===== config.mk =====
export PLATFORM = sky130hd
export DESIGN_NAME = mls_monitor
export DESIGN_NICKNAME = d
export VERILOG_FILES = /design/src/hdl/mls_pkg.sv /design/src/hdl/mls_ser_if.sv /design/src/hdl/mls_monitor.sv /design/src/hdl/mls_sec_gate.sv /design/src/hdl/mls_uart.sv
export SDC_FILE = /design/constraint.sdc
export NUM_CORES = 1
export LEC_CHECK = 0
export BUFFER_PORTS_ARGS = -buffer_cell sky130_fd_sc_hd__buf_2
export CAP_MARGIN = 20
export CELL_PAD_IN_SITES_DETAIL_PLACEMENT = 1
export CELL_PAD_IN_SITES_GLOBAL_PLACEMENT = 2
export CORE_MARGIN = 2
export CORE_UTILIZATION = 35
export DETAILED_ROUTE_END_ITERATION = 6
export PLACE_DENSITY_LB_ADDON = 0.12
export SLEW_MARGIN = 10
export SYNTH_ARGS = -nofsm -noshare
export SYNTH_HDL_FRONTEND = slang
export SYNTH_SLANG_ARGS = --single-unit
export TNS_END_PERCENT = 100

===== constraint.sdc =====
create_clock -name clk_i -period 5.5 [get_ports clk_i]
set_input_delay 1.375 -clock clk_i [delete_from_list [all_inputs] [get_ports clk_i]]
set_output_delay 1.375 -clock clk_i [all_outputs]
set_load 0.005 [all_outputs]

===== src/hdl/mls_pkg.sv =====
/*
 * Shared constants and types of the monitor link security block.
 * Assumes a 20 MHz bus clock and a byte-wide system memory port.
 */
package mls_pkg;

	// Bus clock and default serial rate
	localparam int CLK_HZ = 20_000_000;
	localparam int BAUD_DEF = 9600;
	localparam int BIT_CYC_DEF = CLK_HZ / BAUD_DEF;

	// Spacing in bit times
	localparam int ECHO_GAP_BITS = 2;
	localparam int PAUSE_BITS = 11;

	// Serial framing: start, 8 data, stop; break is 10 low bits plus a high stop
	localparam logic [3:0] BYTE_BITS = 4'ha;
	localparam logic [3:0] BRK_BITS = 4'hb;
	localparam logic [3:0] RX_STOP_IDX = 4'h9;
	localparam logic [3:0] RX_WAIT_IDX = 4'ha;

	// Security gate
	localparam logic [15:0] SEC_BASE = 16'hfff6;
	localparam logic [2:0] SEC_LAST = 3'h7;
	localparam logic [15:0] SEC_FLAG_ADDR = 16'h0040;
	localparam logic [7:0] SEC_FLAG_MASK = 8'h40;
	localparam logic [7:0] ERASED_BYTE = 8'hff;
	localparam logic [7:0] INVALID_DEF = 8'h00;
	localparam logic [15:0] FLASH_BASE_DEF = 16'hc000;

	// Stack frame: five interrupt bytes plus the index high byte
	localparam logic [2:0] FRAME_LAST = 3'h5;

	// Command opcodes
	localparam logic [7:0] CMD_READ = 8'h01;
	localparam logic [7:0] CMD_WRITE = 8'h02;
	localparam logic [7:0] CMD_INDEXED_READ_CMD = 8'h03;
	localparam logic [7:0] CMD_INDEXED_WRITE_CMD = 8'h04;
	localparam logic [7:0] CMD_READ_STACK_PTR_CMD = 8'h05;
	localparam logic [7:0] CMD_RUN = 8'h06;

	typedef enum logic [13:0] {
		ST_SECRX = 14'h0001,
		ST_SECCMP = 14'h0002,
		ST_SECBRK = 14'h0004,
		ST_SECFLAG = 14'h0008,
		ST_STACK = 14'h0010,
		ST_CMD = 14'h0020,
		ST_PAUSE = 14'h0040,
		ST_EXEC = 14'h0080,
		ST_RDMEM = 14'h0100,
		ST_RUN = 14'h0200,
		ST_RUNRD = 14'h0400,
		ST_GAP = 14'h0800,
		ST_TX = 14'h1000,
		ST_TXW = 14'h2000
	} mls_state_t;

endpackage


===== src/hdl/mls_ser_if.sv =====
/*
 * Byte-level link between the monitor sequencer and its serial engine.
 * Assumes both ends run on the same clock.
 */
`timescale 1ns/100ps
interface mls_ser_if;
	logic rx_vld;
	logic rx_brk;
	logic [7:0] rx_data;
	logic tx_req;
	logic tx_brk;
	logic [7:0] tx_data;
	logic tx_busy;

	modport uart (output rx_vld, rx_brk, rx_data, tx_busy, input tx_req, tx_brk, tx_data);
	modport ctl (input rx_vld, rx_brk, rx_data, tx_busy, output tx_req, tx_brk, tx_data);
endinterface


===== src/hdl/mls_monitor.sv =====
/*
 * Monitor-mode host link: security entry, stacking, command sequencer.
 * Assumes a byte memory port whose read data settles within the cycle
 * of the read strobe, and CPU register values stable at monitor entry.
 */
// What this block does
// - NRZ framing, same baud both directions
// - Break is ten low bits
// - Echo every received byte
// - Eleven-bit pause; break cancels command
// - Indexed commands step through memory
// - Entry stacks interrupt frame plus index high
// - Run pulls index high, then returns
// - Stack pointer read returns pointer plus one
// - Stacked PC at pointer plus five, six
// - After power-on, compare eight security bytes
// - All match unlocks flash read and execute
// - Unlock survives all but power-on reset
// - Non-power-on reset skips security bytes
// - Locked flash reads return invalid value
// - Locked flash fetch raises illegal reset
// - Break sent after eight bytes; host break echoed only in ST_CMD and ST_PAUSE
// - Accepted code sets RAM flag bit
// - Mass erase makes security bytes blank
`timescale 1ns/100ps
module mls_monitor
	import mls_pkg::*;
#(
	parameter int BIT_CYC = BIT_CYC_DEF,
	parameter logic [15:0] FLASH_BASE = FLASH_BASE_DEF,
	parameter logic [7:0] INVALID_BYTE = INVALID_DEF
) (
	// Clock and reset
	input wire logic clk_i,
	input wire logic rst_i,
	input wire logic por_i,
	// Monitor data pin
	input wire logic mon_pin_i,
	output logic mon_pin_o,
	output logic mon_pin_oe_o,
	// Memory port
	output logic [15:0] mem_addr_o,
	output logic [7:0] mem_wdata_o,
	output logic mem_rd_o,
	output logic mem_wr_o,
	input wire logic [7:0] mem_rdata_i,
	// CPU state at entry
	input wire logic [15:0] sp_i,
	input wire logic [15:0] pc_i,
	input wire logic [7:0] h_i,
	input wire logic [7:0] x_i,
	input wire logic [7:0] a_i,
	input wire logic [7:0] ccr_i,
	// Flash status and fetch guard
	input wire logic flash_blank_i,
	input wire logic fetch_flash_i,
	output logic illegal_rst_o,
	output logic unlocked_o,
	// Resume to user program
	output logic run_o,
	output logic [15:0] run_pc_o,
	output logic [15:0] run_sp_o,
	output logic [7:0] run_h_o,
	output logic [7:0] run_x_o,
	output logic [7:0] run_a_o,
	output logic [7:0] run_ccr_o
);
	localparam logic [15:0] GAP_CYC = 16'(BIT_CYC * ECHO_GAP_BITS);
	localparam logic [15:0] PAUSE_CYC = 16'(BIT_CYC * PAUSE_BITS);

	// Refuse bit times the 16-bit pause timer cannot hold
	if (BIT_CYC < 4 || BIT_CYC * PAUSE_BITS > 65535) begin : g_bit_cyc_chk
		$error("BIT_CYC out of range for the 16-bit bit timer");
	end

	mls_ser_if ser();
	mls_state_t st_r, st_nxt, ret_r, ret_nxt;
	logic [15:0] cnt_r, cnt_nxt, addr_r, addr_nxt, ix_r, ix_nxt, sp_r, sp_nxt;
	logic [15:0] maddr_r, maddr_nxt, pc_r, pc_nxt;
	logic [2:0] idx_r, idx_nxt;
	logic [7:0] op_r, op_nxt, data_r, data_nxt, txd_r, txd_nxt, mwd_r, mwd_nxt;
	logic [7:0] rh_r, rh_nxt, rx_r, rx_nxt, ra_r, ra_nxt, rc_r, rc_nxt;
	logic txb_r, txb_nxt, mrd_r, mrd_nxt, mwr_r, mwr_nxt, run_r, run_nxt;
	logic ill_r, ill_nxt;
	logic cmp_vld, cmp_last, unlocked;
	logic [15:0] sp_inc;

	function automatic logic [2:0] cmd_len(input logic [7:0] op);
		case (op)
			CMD_READ: cmd_len = 3'h3;
			CMD_WRITE: cmd_len = 3'h4;
			CMD_INDEXED_WRITE_CMD: cmd_len = 3'h2;
			default: cmd_len = 3'h1;
		endcase
	endfunction

	function automatic logic [7:0] frame_byte(input logic [2:0] step, input logic [15:0] pc,
			input logic [7:0] x, input logic [7:0] a, input logic [7:0] ccr, input logic [7:0] h);
		case (step)
			3'h0: frame_byte = pc[7:0];
			3'h1: frame_byte = pc[15:8];
			3'h2: frame_byte = x;
			3'h3: frame_byte = a;
			3'h4: frame_byte = ccr;
			default: frame_byte = h;
		endcase
	endfunction

	mls_uart #(
		.BIT_CYC(BIT_CYC)
	) u_uart (
		.clk_i(clk_i),
		.rst_i(rst_i),
		.ser(ser.uart),
		.pin_i(mon_pin_i),
		.pin_o(mon_pin_o),
		.pin_oe_o(mon_pin_oe_o)
	);

	mls_sec_gate u_gate (
		.clk_i(clk_i),
		.rst_i(rst_i),
		.por_i(por_i),
		.cmp_vld_i(cmp_vld),
		.last_i(cmp_last),
		.rx_byte_i(data_r),
		.ref_byte_i(mem_rdata_i),
		.flash_blank_i(flash_blank_i),
		.unlocked_o(unlocked)
	);

	assign sp_inc = sp_r + 16'h0001;
	assign ser.tx_req = (st_r == ST_TX);
	assign ser.tx_brk = txb_r;
	assign ser.tx_data = txd_r;

	always_comb begin
		st_nxt = st_r;
		ret_nxt = ret_r;
		cnt_nxt = (cnt_r != 16'h0000) ? cnt_r - 16'h0001 : cnt_r;
		idx_nxt = idx_r;
		op_nxt = op_r;
		addr_nxt = addr_r;
		ix_nxt = ix_r;
		sp_nxt = sp_r;
		data_nxt = data_r;
		txd_nxt = txd_r;
		txb_nxt = 1'b0;
		maddr_nxt = maddr_r;
		mwd_nxt = mwd_r;
		mrd_nxt = 1'b0;
		mwr_nxt = 1'b0;
		pc_nxt = pc_r;
		rh_nxt = rh_r;
		rx_nxt = rx_r;
		ra_nxt = ra_r;
		rc_nxt = rc_r;
		run_nxt = 1'b0;
		cmp_vld = 1'b0;
		cmp_last = 1'b0;
		ill_nxt = fetch_flash_i && !unlocked;
		case (st_r)
			ST_SECRX: begin
				if (ser.rx_vld) begin
					data_nxt = ser.rx_data;
					maddr_nxt = SEC_BASE + 16'(idx_r);
					mrd_nxt = 1'b1;
					st_nxt = ST_SECCMP;
				end
			end
			ST_SECCMP: begin
				cmp_vld = 1'b1;
				cmp_last = (idx_r == SEC_LAST);
				txd_nxt = data_r;
				ret_nxt = (idx_r == SEC_LAST) ? ST_SECBRK : ST_SECRX;
				idx_nxt = idx_r + 3'h1;
				cnt_nxt = GAP_CYC;
				st_nxt = ST_GAP;
			end
			ST_SECBRK: begin
				txb_nxt = 1'b1;
				ret_nxt = ST_SECFLAG;
				cnt_nxt = GAP_CYC;
				st_nxt = ST_GAP;
			end
			ST_SECFLAG: begin
				if (unlocked) begin
					maddr_nxt = SEC_FLAG_ADDR;
					mwd_nxt = SEC_FLAG_MASK;
					mwr_nxt = 1'b1;
				end
				st_nxt = ST_STACK;
			end
			ST_STACK: begin
				maddr_nxt = sp_r;
				mwd_nxt = frame_byte(idx_r, pc_i, x_i, a_i, ccr_i, h_i);
				mwr_nxt = 1'b1;
				sp_nxt = sp_r - 16'h0001;
				idx_nxt = (idx_r == FRAME_LAST) ? 3'h0 : idx_r + 3'h1;
				if (idx_r == FRAME_LAST)
					st_nxt = ST_CMD;
			end
			ST_CMD: begin
				if (ser.rx_brk) begin
					txb_nxt = 1'b1;
					idx_nxt = 3'h0;
					ret_nxt = ST_CMD;
					cnt_nxt = GAP_CYC;
					st_nxt = ST_GAP;
				end else if (ser.rx_vld) begin
					data_nxt = ser.rx_data;
					if (idx_r == 3'h0)
						op_nxt = ser.rx_data;
					else if (idx_r != 3'h3 && (op_r == CMD_READ || op_r == CMD_WRITE))
						addr_nxt = {addr_r[7:0], ser.rx_data};
					txd_nxt = ser.rx_data;
					ret_nxt = (idx_r + 3'h1 == cmd_len(idx_r == 3'h0 ? ser.rx_data : op_r)) ?
						ST_PAUSE : ST_CMD;
					idx_nxt = idx_r + 3'h1;
					cnt_nxt = GAP_CYC;
					st_nxt = ST_GAP;
				end
			end
			ST_PAUSE: begin
				idx_nxt = 3'h0;
				if (ser.rx_brk) begin
					txb_nxt = 1'b1;
					ret_nxt = ST_CMD;
					cnt_nxt = GAP_CYC;
					st_nxt = ST_GAP;
				end else if (cnt_r == 16'h0000) begin
					st_nxt = ST_EXEC;
				end
			end
			ST_EXEC: begin
				st_nxt = ST_CMD;
				case (op_r)
					CMD_READ: begin
						maddr_nxt = addr_r;
						mrd_nxt = 1'b1;
						ix_nxt = addr_r + 16'h0001;
						st_nxt = ST_RDMEM;
					end
					CMD_INDEXED_READ_CMD: begin
						maddr_nxt = ix_r;
						mrd_nxt = 1'b1;
						ix_nxt = ix_r + 16'h0001;
						st_nxt = ST_RDMEM;
					end
					CMD_WRITE: begin
						maddr_nxt = addr_r;
						mwd_nxt = data_r;
						mwr_nxt = 1'b1;
						ix_nxt = addr_r + 16'h0001;
					end
					CMD_INDEXED_WRITE_CMD: begin
						maddr_nxt = ix_r;
						mwd_nxt = data_r;
						mwr_nxt = 1'b1;
						ix_nxt = ix_r + 16'h0001;
					end
					CMD_READ_STACK_PTR_CMD: begin
						txd_nxt = (idx_r == 3'h0) ? sp_inc[15:8] : sp_inc[7:0];
						ret_nxt = (idx_r == 3'h0) ? ST_EXEC : ST_CMD;
						idx_nxt = (idx_r == 3'h0) ? 3'h1 : 3'h0;
						cnt_nxt = GAP_CYC;
						st_nxt = ST_GAP;
					end
					CMD_RUN: begin
						idx_nxt = 3'h0;
						st_nxt = ST_RUN;
					end
					default: begin
						idx_nxt = 3'h0;
					end
				endcase
			end
			ST_RDMEM: begin
				// Gate on the address just read so the host never sees locked flash
				txd_nxt = (!unlocked && maddr_r >= FLASH_BASE) ? INVALID_BYTE : mem_rdata_i;
				if (op_r == CMD_INDEXED_READ_CMD && idx_r == 3'h0) begin
					idx_nxt = 3'h1;
					ret_nxt = ST_EXEC;
				end else begin
					idx_nxt = 3'h0;
					ret_nxt = ST_CMD;
				end
				cnt_nxt = GAP_CYC;
				st_nxt = ST_GAP;
			end
			ST_RUN: begin
				maddr_nxt = sp_inc;
				mrd_nxt = 1'b1;
				sp_nxt = sp_inc;
				st_nxt = ST_RUNRD;
			end
			ST_RUNRD: begin
				// Frame is reread from memory so host edits take effect
				case (idx_r)
					3'h0: rh_nxt = mem_rdata_i;
					3'h1: rc_nxt = mem_rdata_i;
					3'h2: ra_nxt = mem_rdata_i;
					3'h3: rx_nxt = mem_rdata_i;
					3'h4: pc_nxt = {mem_rdata_i, pc_r[7:0]};
					default: pc_nxt = {pc_r[15:8], mem_rdata_i};
				endcase
				idx_nxt = (idx_r == FRAME_LAST) ? 3'h0 : idx_r + 3'h1;
				if (idx_r == FRAME_LAST) begin
					run_nxt = 1'b1;
					st_nxt = ST_CMD;
				end else begin
					st_nxt = ST_RUN;
				end
			end
			ST_GAP: begin
				txb_nxt = txb_r;
				if (cnt_r == 16'h0000)
					st_nxt = ST_TX;
			end
			ST_TX: begin
				txb_nxt = txb_r;
				st_nxt = ST_TXW;
			end
			ST_TXW: begin
				// The host keeps quiet one bit after each echo, so no overrun guard here
				if (!ser.tx_busy) begin
					cnt_nxt = PAUSE_CYC;
					st_nxt = ret_r;
				end
			end
			default: st_nxt = ST_CMD;
		endcase
	end

	always_ff @(posedge clk_i) begin
		if (rst_i) begin
			st_r <= por_i ? ST_SECRX : ST_STACK;
			ret_r <= ST_CMD;
			cnt_r <= 16'h0000;
			idx_r <= 3'h0;
			op_r <= 8'h00;
			addr_r <= 16'h0000;
			ix_r <= 16'h0000;
			sp_r <= sp_i;
			data_r <= 8'h00;
			txd_r <= 8'h00;
			txb_r <= 1'b0;
			maddr_r <= 16'h0000;
			mwd_r <= 8'h00;
			mrd_r <= 1'b0;
			mwr_r <= 1'b0;
			pc_r <= 16'h0000;
			rh_r <= 8'h00;
			rx_r <= 8'h00;
			ra_r <= 8'h00;
			rc_r <= 8'h00;
			run_r <= 1'b0;
			ill_r <= 1'b0;
		end else begin
			st_r <= st_nxt;
			ret_r <= ret_nxt;
			cnt_r <= cnt_nxt;
			idx_r <= idx_nxt;
			op_r <= op_nxt;
			addr_r <= addr_nxt;
			ix_r <= ix_nxt;
			sp_r <= sp_nxt;
			data_r <= data_nxt;
			txd_r <= txd_nxt;
			txb_r <= txb_nxt;
			maddr_r <= maddr_nxt;
			mwd_r <= mwd_nxt;
			mrd_r <= mrd_nxt;
			mwr_r <= mwr_nxt;
			pc_r <= pc_nxt;
			rh_r <= rh_nxt;
			rx_r <= rx_nxt;
			ra_r <= ra_nxt;
			rc_r <= rc_nxt;
			run_r <= run_nxt;
			ill_r <= ill_nxt;
		end
	end

	assign mem_addr_o = maddr_r;
	assign mem_wdata_o = mwd_r;
	assign mem_rd_o = mrd_r;
	assign mem_wr_o = mwr_r;
	assign illegal_rst_o = ill_r;
	assign unlocked_o = unlocked;
	assign run_o = run_r;
	assign run_pc_o = pc_r;
	assign run_sp_o = sp_r;
	assign run_h_o = rh_r;
	assign run_x_o = rx_r;
	assign run_a_o = ra_r;
	assign run_ccr_o = rc_r;
endmodule // mls_monitor


===== src/hdl/mls_sec_gate.sv =====
/*
 * Security comparator and lock state.
 * Assumes reference bytes are presented one per compare strobe.
 */
`timescale 1ns/100ps
module mls_sec_gate
	import mls_pkg::*;
(
	// Clock and reset
	input wire logic clk_i,
	input wire logic rst_i,
	input wire logic por_i,
	// Compare stream
	input wire logic cmp_vld_i,
	input wire logic last_i,
	input wire logic [7:0] rx_byte_i,
	input wire logic [7:0] ref_byte_i,
	input wire logic flash_blank_i,
	// Result
	output logic unlocked_o
);
	logic match_r, match_nxt, unlocked_r, unlocked_nxt;
	logic [7:0] ref_byte;
	logic hit;

	always_comb begin
		ref_byte = flash_blank_i ? ERASED_BYTE : ref_byte_i;
		hit = (rx_byte_i == ref_byte);
		match_nxt = cmp_vld_i ? (match_r & hit) : match_r;
		unlocked_nxt = (cmp_vld_i && last_i) ? (match_r & hit) : unlocked_r;
	end

	always_ff @(posedge clk_i) begin
		if (rst_i) begin
			match_r <= 1'b1;
			// Only power-on clears the unlock; other resets keep it
			if (por_i)
				unlocked_r <= 1'b0;
		end else begin
			match_r <= match_nxt;
			unlocked_r <= unlocked_nxt;
		end
	end

	assign unlocked_o = unlocked_r;
endmodule // mls_sec_gate


===== src/hdl/mls_uart.sv =====
/*
 * Half-duplex NRZ serial engine on the monitor data pin.
 * Assumes the pin has a pull-up and the host leaves it idle while we send.
 */
`timescale 1ns/100ps
module mls_uart
	import mls_pkg::*;
#(
	parameter int BIT_CYC = BIT_CYC_DEF
) (
	// Clock and reset
	input wire logic clk_i,
	input wire logic rst_i,
	// Sequencer side
	mls_ser_if.uart ser,
	// Monitor data pin
	input wire logic pin_i,
	output logic pin_o,
	output logic pin_oe_o
);
	localparam logic [15:0] FULL = 16'(BIT_CYC - 1);
	localparam logic [15:0] HALF = 16'(BIT_CYC / 2);

	logic rx_act_r, rx_act_nxt, rx_vld_r, rx_vld_nxt, rx_brk_r, rx_brk_nxt;
	logic [15:0] rx_cnt_r, rx_cnt_nxt, tx_cnt_r, tx_cnt_nxt;
	logic [3:0] rx_bit_r, rx_bit_nxt, tx_bit_r, tx_bit_nxt;
	logic [7:0] rx_sh_r, rx_sh_nxt;
	logic tx_act_r, tx_act_nxt;
	logic [10:0] tx_sh_r, tx_sh_nxt;

	always_comb begin
		rx_act_nxt = rx_act_r;
		rx_cnt_nxt = rx_cnt_r;
		rx_bit_nxt = rx_bit_r;
		rx_sh_nxt = rx_sh_r;
		rx_vld_nxt = 1'b0;
		rx_brk_nxt = 1'b0;
		tx_act_nxt = tx_act_r;
		tx_cnt_nxt = tx_cnt_r;
		tx_bit_nxt = tx_bit_r;
		tx_sh_nxt = tx_sh_r;
		// Receiver is deaf while we drive, so our own echo is never taken as input
		if (!rx_act_r) begin
			if (!tx_act_r && !pin_i) begin
				rx_act_nxt = 1'b1;
				rx_cnt_nxt = HALF;
				rx_bit_nxt = 4'h0;
			end
		end else if (rx_bit_r == RX_WAIT_IDX) begin
			// A break holds the line low; re-arm only once it is released
			if (pin_i)
				rx_act_nxt = 1'b0;
		end else if (rx_cnt_r != 16'h0000) begin
			rx_cnt_nxt = rx_cnt_r - 16'h0001;
		end else begin
			rx_cnt_nxt = FULL;
			rx_bit_nxt = rx_bit_r + 4'h1;
			if (rx_bit_r == 4'h0 && pin_i) begin
				rx_act_nxt = 1'b0;
			end else if (rx_bit_r == RX_STOP_IDX) begin
				if (pin_i) begin
					rx_vld_nxt = 1'b1;
					rx_act_nxt = 1'b0;
				end else if (rx_sh_r == 8'h00) begin
					rx_brk_nxt = 1'b1;
				end
				if (!pin_i)
					rx_bit_nxt = RX_WAIT_IDX;
			end else if (rx_bit_r != 4'h0) begin
				rx_sh_nxt = {pin_i, rx_sh_r[7:1]};
			end
		end
		if (!tx_act_r) begin
			if (ser.tx_req) begin
				tx_act_nxt = 1'b1;
				tx_cnt_nxt = FULL;
				tx_bit_nxt = ser.tx_brk ? BRK_BITS : BYTE_BITS;
				tx_sh_nxt = ser.tx_brk ? 11'h400 : {2'b11, ser.tx_data, 1'b0};
			end
		end else if (tx_cnt_r != 16'h0000) begin
			tx_cnt_nxt = tx_cnt_r - 16'h0001;
		end else begin
			tx_cnt_nxt = FULL;
			tx_sh_nxt = {1'b1, tx_sh_r[10:1]};
			tx_bit_nxt = tx_bit_r - 4'h1;
			if (tx_bit_r == 4'h1)
				tx_act_nxt = 1'b0;
		end
	end

	always_ff @(posedge clk_i) begin
		if (rst_i) begin
			rx_act_r <= 1'b0;
			rx_cnt_r <= 16'h0000;
			rx_bit_r <= 4'h0;
			rx_sh_r <= 8'h00;
			rx_vld_r <= 1'b0;
			rx_brk_r <= 1'b0;
			tx_act_r <= 1'b0;
			tx_cnt_r <= 16'h0000;
			tx_bit_r <= 4'h0;
			tx_sh_r <= 11'h7ff;
		end else begin
			rx_act_r <= rx_act_nxt;
			rx_cnt_r <= rx_cnt_nxt;
			rx_bit_r <= rx_bit_nxt;
			rx_sh_r <= rx_sh_nxt;
			rx_vld_r <= rx_vld_nxt;
			rx_brk_r <= rx_brk_nxt;
			tx_act_r <= tx_act_nxt;
			tx_cnt_r <= tx_cnt_nxt;
			tx_bit_r <= tx_bit_nxt;
			tx_sh_r <= tx_sh_nxt;
		end
	end

	assign ser.rx_vld = rx_vld_r;
	assign ser.rx_brk = rx_brk_r;
	assign ser.rx_data = rx_sh_r;
	assign ser.tx_busy = tx_act_r;
	assign pin_o = tx_sh_r[0];
	assign pin_oe_o = tx_act_r;
endmodule // mls_uart


==> impl_metrics.ini <==
[critical_path]
path_max_fanout = 16
worstSetupPathType = flip-flop to flip-flop
cp.arrival_ns = 3.87
critPathTopFamily = simple AND/OR/NAND/NOR gates
start_kind = flip-flop
slowest_delay_ns = 0.69
cp_cell_sequence = nor4_4 -> nor3b_2 -> nand3_1 -> buf_4 -> nand3_1
slowest_stage = nand3_1
path_buf_inv = 1
crit_required_ns = 5.70
crit_path_frequent_cell = nand3_1
critPathCaptureType = flip-flop

[clock_network]
htreeDepth = 1
ctsHoldBuffers = 0
cts.sinks = 252
post_cts_buffers = 0
cts_buffers = 31
clk_path_buf_depth = 3
cts_tree = built
cts_resized = 0
clock_latency_ns = 0.58
cts_root_buf = clkbuf_16
cts.clk_slew.worst_paths_ns = 0.06

[timing]
worstMarginPinSlew_ns = 1.09
max_freq_ghz = 0.272
slew_headroom_pct = 26.9
fin_setup_tns_ns = 0
rsz0062_at_grt = no
finalCritPeriodShare_pct = 66.8
period_needed_ns = 3.67
finalSetupViolCount = 0
hold_viol = 0
skew_ns = 0.0178
timing.final.ws_setup_ns = 1.83
slew_violations = 0

[floorplanning]
die_h_um = 201
io_pins = 173
start_util_pct = 35.4
num_rows = 72
coreArea_mm2 = 0.0386
dieArea_mm2 = 0.0406
fp.dieW_um = 201

[logic_synthesis]
synth_area_per_cell_um2 = 8.20
synth-seq-area-share_pct = 39.2
synth_edf_count = 31
synth-seq-cells = 252
syn-cell-area_mm2 = 0.0136
synth_warnings = 0
syn_inst = 1664
synth_cell_types = 87
ys_async_sr_fraction_pct = 0
syn_nets = 1766
synthFlopType = dfxtp_1

[detailed_routing]
final_antenna_net_count = 0
drc = 0
routed_wl_um = 47500
first_pass_iters = 6
avgViaCountPerCell = 5.53
drtIter0Drc = 590
wl_per_cell_um = 20.6
num_vias = 12800

[min_path]
hold_class = flip-flop to flip-flop

[global_route]
antenna_found_initial = 7
grt_util_all_layers_pct = 22.9
grt_pass1_vias = 12900
grt_overflow_total = 0
grt_max_degree = 73
grt_pass1_wl_um = 74700

[finish]
final_nets = 1869
syn_to_final_growth_pct = 16.0
num-fill-cells = 4706
drive_gt1_share_pct = 16.0
insertedDiodeCount = 0

[power]
p_leak_uw = 0.00642
p_per_area_mw_per_mm2 = 445
max-vdd-ir-drop_uv = 254

[placed_design]
dp_slack_ns = 1.85
gp_routability_congestion = 0.822
hpwl_um = 34400
port_buffers = 172

[status]
status = completed

[run]
max-cap-violations = 0
-- routing by layer --
layer	global-route usage, %	wire (um)	part of all wire (%)	vias up
met4	5.04	1020	2.2	12
met2	38.0	22200	47	188
met5	0	76	0.16	-
met3	3.98	1860	3.9	77
met1	31.2	22300	47	6274
li1	-	-	-	6204
-- state kept, by name, indices dropped and copies added, names as in the netlist, 10 cells and up --
signal and flops:
addr_r 16, cnt_r 16, ix_r 16, mem_addr_o 16, run_pc_o 16, run_sp_o 16, u_uart.rx_cnt_r 16, u_uart.tx_cnt_r 16
st_r 14, u_uart.tx_sh_r 10
-- tightest hold or removal path, stage by stage (launching register included) --
cell and delay (ns):
dfxtp_1 0.31, nand2_1 0.05, a21oi_1 0.05
-- where the power goes --
part / internal (uW) / switching (uW) / total (uW) / leakage, uW
clock: 1270 / 835 / 2110 / 0.000515
combinational: 928 / 1510 / 2440 / 0.00379
sequential: 2170 / 323 / 2500 / 0.00212
-- kinds of logic after synthesis --
group           count (synthesis)  synth area share [%]
flops                         252                  39.2
simple gates                  691                  25.3
fa+ha+maj                      25                  2.27
mux                            57                  4.24
buf+inv                       144                  4.30
compound gates                429                  20.4
xor+xnor                       66                  4.24
-- final cells by class --
cell class                      count  area [um^2]  share of cell area [%]
Tap cell                          518          648                    4.09
Multi-Input combinational cell   1268         7710                    48.7
Inverter                           28          105                   0.664
Clock buffer                       43          896                    5.66
Sequential cell                   252         5360                    33.8
Timing Repair Buffer              186          975                    6.16
Clock inverter                     13          149                   0.940
-- Yosys cell counts, drive strengths merged, types with 28 or more instances --
library cell  number  area share (%)
nor2             200             5.5
xnor2             35             2.2
edfxtp            31             6.8
a21oi            167             6.2
o21ai             77             2.8
nor3              44             1.9
inv               28            0.77
nand2            231             6.4
nand3             41             1.5
mux2i             50             3.7
clkbuf            89             2.5
dfxtp            221              32
xor2              31             2.0
-- metrics by stage --
| stage | hold slack, ns | power (uW) | utilization, % | cell area, um^2 | instances |
|---|---|---|---|---|---|
| global route | 0.471 | 7510 | 41.1 | 15800 | 2308 |
| detailed placement | 0.444 | 4980 | 38.4 | 14800 | 2252 |
| floorplan | 0.427 | 4220 | - | 13600 | 1664 |
| CTS | 0.451 | 7130 | 41.1 | 15800 | 2308 |
| finish | 0.449 | 7040 | 41.1 | 15800 | 2308 |
| global placement | 0.436 | 4930 | 38.3 | 14800 | 2251 |
-- cell usage in the layout, fill, tap and decap left out, types with 10 or more instances in the layout --
master     instances
nand2_1          229
dfxtp_1          221
nor2_1           198
buf_2            171
a21oi_1          164
o21ai_0           73
mux2i_1           50
nand3_1           40
nor3_1            37
xnor2_1           35
clkbuf_16         32
xor2_1            31
edfxtp_1          31
inv_1             28
ha_1              24
nor4_1            22
a211oi_1          22
o211ai_1          20
and3_1            16
a22oi_1           15
and2_1            14
a31oi_1           14
nor2b_1           13
or4_1             13
buf_4             13
nor3b_1           11
a311oi_1          11
a221o_1           10
or3_1             10
-- path summary, 6_finish.rpt --
check                    start            to  slack, ns  cells after the start
setup / recovery      st_r[12]   run_sp_o[5]       1.83                      5
hold / removal    run_ccr_o[5]  run_ccr_o[5]       0.45                      2
setup reg to reg      st_r[12]   run_sp_o[5]       1.83                      5
hold reg to reg   run_ccr_o[5]  run_ccr_o[5]       0.45                      2
Note: power is estimated with default switching activity, not from simulation.
